### config.mk
export PLATFORM = sky130hd
export DESIGN_NAME = sgl_bit_bucket_decoder
export DESIGN_NICKNAME = d
export VERILOG_FILES = /design/src/bit_bucket_pkg.sv /design/src/discard_counter.sv /design/src/sgl_bit_bucket_decoder.sv
export SDC_FILE = /design/constraint.sdc
export NUM_CORES = 1
export LEC_CHECK = 0
export BUFFER_PORTS_ARGS = -buffer_cell sky130_fd_sc_hd__buf_2
export CORE_ASPECT_RATIO = 1.4
export CORE_MARGIN = 5
export CORE_UTILIZATION = 40
export DETAILED_ROUTE_END_ITERATION = 6
export GPL_ROUTABILITY_DRIVEN = 0
export PLACE_DENSITY = 0.81
export SLEW_MARGIN = 20
export SYNTH_ARGS = -nofsm -noshare
export SYNTH_HDL_FRONTEND = slang
export SYNTH_SLANG_ARGS = --single-unit
### constraint.sdc
create_clock -name ref_clk -period 2.4 [get_ports ref_clk]
set_input_delay 0.36 -clock ref_clk [delete_from_list [all_inputs] [get_ports ref_clk]]
set_output_delay 0.36 -clock ref_clk [all_outputs]
set_load 0.01 [all_outputs]
### src/bit_bucket_pkg.sv
// Shared constants for the bit bucket descriptor decoder
package bit_bucket_pkg;
    // ------------------------------------------------------------
    // Descriptor layout
    // ------------------------------------------------------------
    localparam int DESC_BITS      = 128;
    localparam int COUNT_LSB      = 64;
    localparam int COUNT_MSB      = 95;
    localparam int ZERO_LSB       = 120;
    localparam int ZERO_MSB       = 123;
    localparam int TYPE_LSB       = 124;
    localparam int TYPE_MSB       = 127;
    localparam logic [3:0] TYPE_DATA_BLOCK  = 4'h0;
    localparam logic [3:0] TYPE_BIT_BUCKET  = 4'h1;
    localparam logic [3:0] TYPE_SEGMENT     = 4'h2;
    localparam logic [3:0] TYPE_LAST_SEG    = 4'h3;
    localparam logic [3:0] TYPE_RSVD_LO     = 4'h4;
    localparam logic [3:0] TYPE_RSVD_HI     = 4'hE;
    localparam logic [3:0] ZERO_FIELD_VALUE = 4'h0;

    // ------------------------------------------------------------
    // Register map
    // ------------------------------------------------------------
    localparam logic [3:0] REG_CONTROL   = 4'h0;
    localparam logic [3:0] REG_STATUS    = 4'h4;
    localparam logic [3:0] REG_IRQ_STAT  = 4'h8;
    localparam logic [3:0] REG_IRQ_MASK  = 4'hC;
    localparam int CTRL_DEST_BIT = 0;
    localparam int IRQ_DONE_BIT  = 0;
    localparam int IRQ_ERR_BIT   = 1;
    localparam logic [31:0] RESET_CONTROL = 32'h0000_0000;
    localparam logic [1:0]  RESET_MASK    = 2'h0;
    localparam logic [31:0] RESET_COUNT   = 32'h0000_0000;
endpackage

### src/discard_counter.sv
// Down counter that drops source bytes one beat at a time
`timescale 1ns/100ps
module discard_counter #(
    parameter int COUNT_W = 32
) (
    input  wire logic               ref_clk,
    input  wire logic               reset,
    input  wire logic               load,
    input  wire logic [COUNT_W-1:0] load_count,
    input  wire logic               src_valid,
    output logic                    busy,
    output logic [COUNT_W-1:0]      remain
);
    logic [COUNT_W-1:0] count_q;
    logic [COUNT_W-1:0] count_d;
    wire                step = src_valid && (count_q != '0);

    assign count_d = load ? load_count : (step ? count_q - 1'b1 : count_q);
    assign busy    = (count_q != '0);
    assign remain  = count_q;

    always_ff @(posedge ref_clk) begin
        if (reset) begin
            count_q <= '0;
        end else begin
            count_q <= count_d;
        end
    end
endmodule

### src/sgl_bit_bucket_decoder.sv
// Bit bucket descriptor decoder and source byte discarder
`timescale 1ns/100ps
module sgl_bit_bucket_decoder #(
    parameter int COUNT_W = 32
) (
    input  wire logic         ref_clk,
    input  wire logic         reset,
    input  wire logic [3:0]   reg_addr,
    input  wire logic [31:0]  reg_wdata,
    input  wire logic         reg_write,
    input  wire logic         reg_read,
    output logic [31:0]       reg_rdata,
    input  wire logic         desc_valid,
    input  wire logic [127:0] desc_data,
    output logic              desc_ready,
    output logic              desc_done,
    output logic              desc_error,
    output logic              desc_is_bucket,
    input  wire logic         src_valid,
    input  wire logic [7:0]   src_byte,
    output logic              src_ready,
    output logic              out_valid,
    output logic [7:0]        out_byte,
    output logic              irq
);
    // ------------------------------------------------------------
    // Descriptor field decode
    // ------------------------------------------------------------
    wire [3:0] type_code = desc_data[bit_bucket_pkg::TYPE_MSB:bit_bucket_pkg::TYPE_LSB];
    wire [3:0] zero_fld  = desc_data[bit_bucket_pkg::ZERO_MSB:bit_bucket_pkg::ZERO_LSB];
    // Bytes 7:0 and 14:12 are never looked at
    wire [COUNT_W-1:0] count_fld =
        desc_data[bit_bucket_pkg::COUNT_LSB +: COUNT_W];

    wire is_bucket  = (type_code == bit_bucket_pkg::TYPE_BIT_BUCKET);
    wire zero_bad   = is_bucket && (zero_fld != bit_bucket_pkg::ZERO_FIELD_VALUE);
    wire type_rsvd  = (type_code >= bit_bucket_pkg::TYPE_RSVD_LO) &&
                      (type_code <= bit_bucket_pkg::TYPE_RSVD_HI);
    wire desc_bad   = zero_bad || type_rsvd;

    // ------------------------------------------------------------
    // Registers
    // ------------------------------------------------------------
    logic        dest_mode_q;
    logic [1:0]  irq_stat_q;
    logic [1:0]  irq_stat_d;
    logic [1:0]  irq_mask_q;
    logic [31:0] rdata_q;
    logic [31:0] rdata_d;

    wire wr_ctrl = reg_write && (reg_addr == bit_bucket_pkg::REG_CONTROL);
    wire wr_stat = reg_write && (reg_addr == bit_bucket_pkg::REG_IRQ_STAT);
    wire wr_mask = reg_write && (reg_addr == bit_bucket_pkg::REG_IRQ_MASK);

    // ------------------------------------------------------------
    // Descriptor handshake
    // ------------------------------------------------------------
    logic done_q;
    logic err_q;
    logic bucket_q;
    logic out_valid_q;
    logic [7:0] out_byte_q;
    logic [COUNT_W-1:0] remain;
    logic busy;
    logic ready_q;

    // Descriptors are taken only when no discard is pending
    wire take = desc_valid && !busy;
    // Only a good bucket descriptor in destination mode loads a count
    wire load = take && is_bucket && !desc_bad && dest_mode_q;
    // A zero count loads zero: nothing is dropped, no error
    wire [COUNT_W-1:0] load_count = count_fld;

    discard_counter #(
        .COUNT_W    (COUNT_W)
    ) u_discard (
        .ref_clk    (ref_clk),
        .reset      (reset),
        .load       (load),
        .load_count (load_count),
        .src_valid  (src_valid),
        .busy       (busy),
        .remain     (remain)
    );

    // Bytes are swallowed while the count runs, else passed on
    wire pass_now = src_valid && !busy;
    // Readiness one cycle ahead, so the port comes from a flip-flop
    wire ready_d  = load ? (load_count == '0) :
                    ((remain == '0) || (src_valid && (remain == COUNT_W'(1))));

    assign desc_ready = ready_q;
    assign src_ready  = 1'b1;
    assign desc_done      = done_q;
    assign desc_error     = err_q;
    assign desc_is_bucket = bucket_q;
    assign out_valid      = out_valid_q;
    assign out_byte       = out_byte_q;
    assign reg_rdata      = rdata_q;

    // ------------------------------------------------------------
    // Interrupt status: set wins over write-one clear
    // ------------------------------------------------------------
    wire [1:0] irq_events = {take && desc_bad, take && !desc_bad};
    // New mask acts at once, so irq never lags a mask write
    wire [1:0] irq_mask_d = wr_mask ? reg_wdata[1:0] : irq_mask_q;
    assign irq_stat_d = (irq_stat_q & ~(wr_stat ? reg_wdata[1:0] : 2'h0)) | irq_events;

    // ------------------------------------------------------------
    // Read mux
    // ------------------------------------------------------------
    wire [31:0] rd_ctrl = {31'h0, dest_mode_q};
    wire [31:0] rd_stat = 32'(remain);
    always_comb begin
        rdata_d = 32'h0000_0000;
        if (reg_read) begin
            unique case (reg_addr)
                bit_bucket_pkg::REG_CONTROL:  rdata_d = rd_ctrl;
                bit_bucket_pkg::REG_STATUS:   rdata_d = rd_stat;
                bit_bucket_pkg::REG_IRQ_STAT: rdata_d = {30'h0, irq_stat_q};
                bit_bucket_pkg::REG_IRQ_MASK: rdata_d = {30'h0, irq_mask_q};
                default:                      rdata_d = 32'h0000_0000;
            endcase
        end
    end

    always_ff @(posedge ref_clk) begin
        if (reset) begin
            dest_mode_q <= bit_bucket_pkg::RESET_CONTROL[bit_bucket_pkg::CTRL_DEST_BIT];
            irq_stat_q  <= 2'h0;
            irq_mask_q  <= bit_bucket_pkg::RESET_MASK;
            rdata_q     <= 32'h0000_0000;
            irq         <= 1'b0;
        end else begin
            if (wr_ctrl) begin
                dest_mode_q <= reg_wdata[bit_bucket_pkg::CTRL_DEST_BIT];
            end
            if (wr_mask) begin
                irq_mask_q <= reg_wdata[1:0];
            end
            irq_stat_q <= irq_stat_d;
            rdata_q    <= rdata_d;
            irq        <= |(irq_stat_d & irq_mask_d);
        end
    end

    always_ff @(posedge ref_clk) begin
        if (reset) begin
            done_q      <= 1'b0;
            err_q       <= 1'b0;
            bucket_q    <= 1'b0;
            out_valid_q <= 1'b0;
            out_byte_q  <= 8'h00;
            ready_q     <= 1'b1;
        end else begin
            done_q      <= take;
            err_q       <= take && desc_bad;
            bucket_q    <= take && is_bucket;
            out_valid_q <= pass_now;
            if (pass_now) begin
                out_byte_q <= src_byte;
            end
            ready_q     <= ready_d;
        end
    end
endmodule

==> results.yml <==
run_status:
  outcome: "finished, final reports clean"
detailed_routing:
  route.detailed.drc: 0
  routedWlPerCell_um: 16.6
  first_iter_violations: 315
  routed_wl_mm: 10.9
  drt.antenna.violating_nets: 0
  viasPerCell: 5.87
  dr.pass1.iters: 5
  dr_total_vias: 3849
logic_synthesis:
  synthFlopType: "dfxtp_1"
  synth_warnings: 0
  syn_inst: 421
  synth_edf_count: 0
  synth_area_um2: 3770
  synth_area_per_cell_um2: 8.97
  synth_cell_types: 55
  synth-seq-cells: 83
  async_flop_share_pct: 0
  postSynthNetCount: 602
  yosysSeqAreaShare_pct: 44.0
clocking:
  cts_tree: "done"
  htree_levels: 3
  clk_latency_ns: 0.34
  cts_hold_repair.buffers: 0
  clock_sinks: 83
  cts_buffer_depth: 2
  cts_root_buf: "clkbuf_16"
  cts_made_buffers: 9
  clk_pin_slew_ns: 0.06
floorplan:
  initial_core_util_pct: 40.4
  ioPinCount: 225
  core-area_um2: 9350
  row_count: 42
  dieWidth_um: 92.1
  die_h_um: 125
  die_area_um2: 11500
cells_and_area:
  fin_nets: 724
  drive_gt1_share_pct: 30.8
  antenna_cells: 0
  area_growth_pct: 29.2
  stdcell_area_um2: 4880
timing:
  finalSetupViolCount: 0
  worst_slew_pin_slew_ns: 0.554
  rsz0062_at_grt: "false"
  fin_ws_ns: 0.165
  setup_tns_ns: 0
  fmax_ghz: 0.447
  post-route-period-util_pct: 93.1
  skew_ns: 0.00400
  finalCriticalPeriod_ns: 2.23
  slew_viol_final: 0
  relSlewSlack_pct: 63.0
  finalHoldViolCount: 0
global_route:
  grt_remaining_overflow: 0
  grt_pass1_vias: 3791
  antenna_found_initial: 0
  grt_use_total_pct: 18.9
  grt_max_degree: 53
  grt_pass1_wl_mm: 17.5
placed_design:
  port_buffers: 105
  hpwl_mm: 8.02
  placed_area_um2: 4550
  dp_slack_ns: 0.0823
power_and_ir_drop:
  ir_drop_mv: 0.641
  powerDensity_nw_per_um2: 1140
  power.total_w: 0.00558
  p_leak_nw: 2.06
worst_hold_path:
  min_path_type: "input pin to register"
worst_setup_path:
  path_class: "register to register"
  cp-end-kind: "register"
  cp_data_arrival_time_ns: 2.50
  start_kind: "register"
  critPathMaxFanout: 7
  crit_required_ns: 2.67
job:
  max-cap-violations: 0
==> kinds of logic after synthesis <==
| group | count (synthesis) | synth area share [%] |
|---|---|---|
| AO/OA/AOI/OAI | 81 | 14.8 |
| XOR/XNOR | 1 | 0.232 |
| adder cells (fa/ha/maj) | 3 | 0.994 |
| buffers and inverters | 32 | 3.88 |
| flip-flops | 83 | 44.0 |
| multiplexers | 13 | 3.48 |
| other | 1 | 0.0993 |
| AND/OR/NAND/NOR | 207 | 32.5 |
==> routing by layer <==
layer | vias to the layer above | track usage [%] | part of all wire [%]
met5 | - | 0 | 0
met4 | 0 | 14.7 | 5.9
met3 | 51 | 4.45 | 7.2
met2 | 202 | 31.2 | 48
met1 | 1769 | 20.7 | 39
li1 | 1827 | - | -
==> repair_timing <==
| item | 4_1_cts | 5_1_grt |
|---|---|---|
| setup endpoints to repair | 0 | 28 |
| resized for setup | 0 | 1 |
| buffers inserted | 0 | 1 |
| endpoints found under the hold margin | 0 | 0 |
==> sequential cells by signal, summed over array words and instances (netlist names), 2 cells and up <==
name              flops
out_byte              8
irq_stat_q            2
u_discard.remain     32
reg_rdata            32
irq_mask_q            2
==> synthesized netlist by cell type, types with 2 or more instances <==
library cell	count	area [um^2]
nand2_1	38	143
or3_2	2	15.0
a211o_1	3	26.3
nor4_1	18	113
nor2_1	31	116
dfxtp_1	83	1660
or4_1	13	97.6
inv_1	9	33.8
a22oi_1	3	22.5
clkbuf_1	12	45.0
buf_2	6	30.0
a32oi_1	4	35.0
ha_1	3	37.5
o21ai_0	7	35.0
nand3_1	12	60.1
and2_1	29	181
nor4b_1	2	17.5
nor4_4	2	42.5
o31ai_1	14	105
and4_1	3	26.3
o41ai_1	7	61.3
a21oi_1	11	55.1
nand4b_1	2	17.5
a2bb2oi_1	2	17.5
a31oi_1	24	150
or3_1	11	68.8
or4_2	2	17.5
nand4_1	13	81.3
mux2i_1	12	120
nand3b_1	4	30.0
and3_1	4	25.0
or2_2	3	18.8
nor3_1	5	25.0
nor4_2	3	37.5
buf_4	3	22.5
nor3b_1	2	15.0
==> area by class of cell <==
| type | instances | area, um^2 |
|---|---|---|
| sequential | 83 | 1660 |
| tap | 110 | 138 |
| clock buffer | 12 | 256 |
| clock inverter | 2 | 60.1 |
| fill | 893 | 4480 |
| timing repair buffer | 134 | 743 |
| inverter | 9 | 33.8 |
| multi-input combinational | 306 | 1980 |
==> metrics by stage <==
stage | hold slack (ns) | std cells | util, %
finish | 0.259 | 656 | 52.1
global route | 0.256 | 656 | 52.1
CTS | 0.249 | 655 | 52.0
detailed placement | 0.483 | 641 | 48.6
global placement | 0.470 | 641 | 48.6
floorplan | 0.454 | 421 | -
==> placed cells by master (no fill, tap or decap), types with 9 or more instances in the layout <==
| cell type | count |
|---|---|
| o31ai_1 | 14 |
| or4_1 | 13 |
| and2_1 | 29 |
| nand3_1 | 12 |
| nor4_1 | 18 |
| buf_2 | 105 |
| clkbuf_16 | 9 |
| or3_1 | 11 |
| inv_1 | 9 |
| a31oi_1 | 24 |
| mux2i_1 | 12 |
| dfxtp_1 | 83 |
| buf_4 | 29 |
| nor2_1 | 31 |
| nand4_1 | 13 |
| a21oi_1 | 10 |
| nand2_1 | 38 |
==> final timing paths <==
kind,startpoint,end,slack (ns),cells past startpoint
worst max register to register,u_discard.remain[10],u_discard.remain[18],0.17,5
worst max-delay path,u_discard.remain[10],u_discard.remain[18],0.17,5
worst min register to register,u_discard.remain[27],reg_rdata[27],0.50,1
worst min-delay path,src_byte[4],out_byte[4],0.26,3
==> worst max-delay path, cell delays in order (launching register included) <==
cell and delay [ns]:
dfxtp_1 0.38, or4_1 0.58, or3_4 0.40, or3_1 0.34
or3_1 0.35, a31oi_1 0.12
==> power by group <==
group	internal (W)	total, W	switching [W]	leakage (nW)
Combinational	0.000957	0.00233	0.00137	1.23
Clock	0.000956	0.00146	0.000508	0.155
Sequential	0.00157	0.00178	0.000205	0.672
Total	0.00349	0.00558	0.00209	2.06
(Power assumes the default switching activity.)
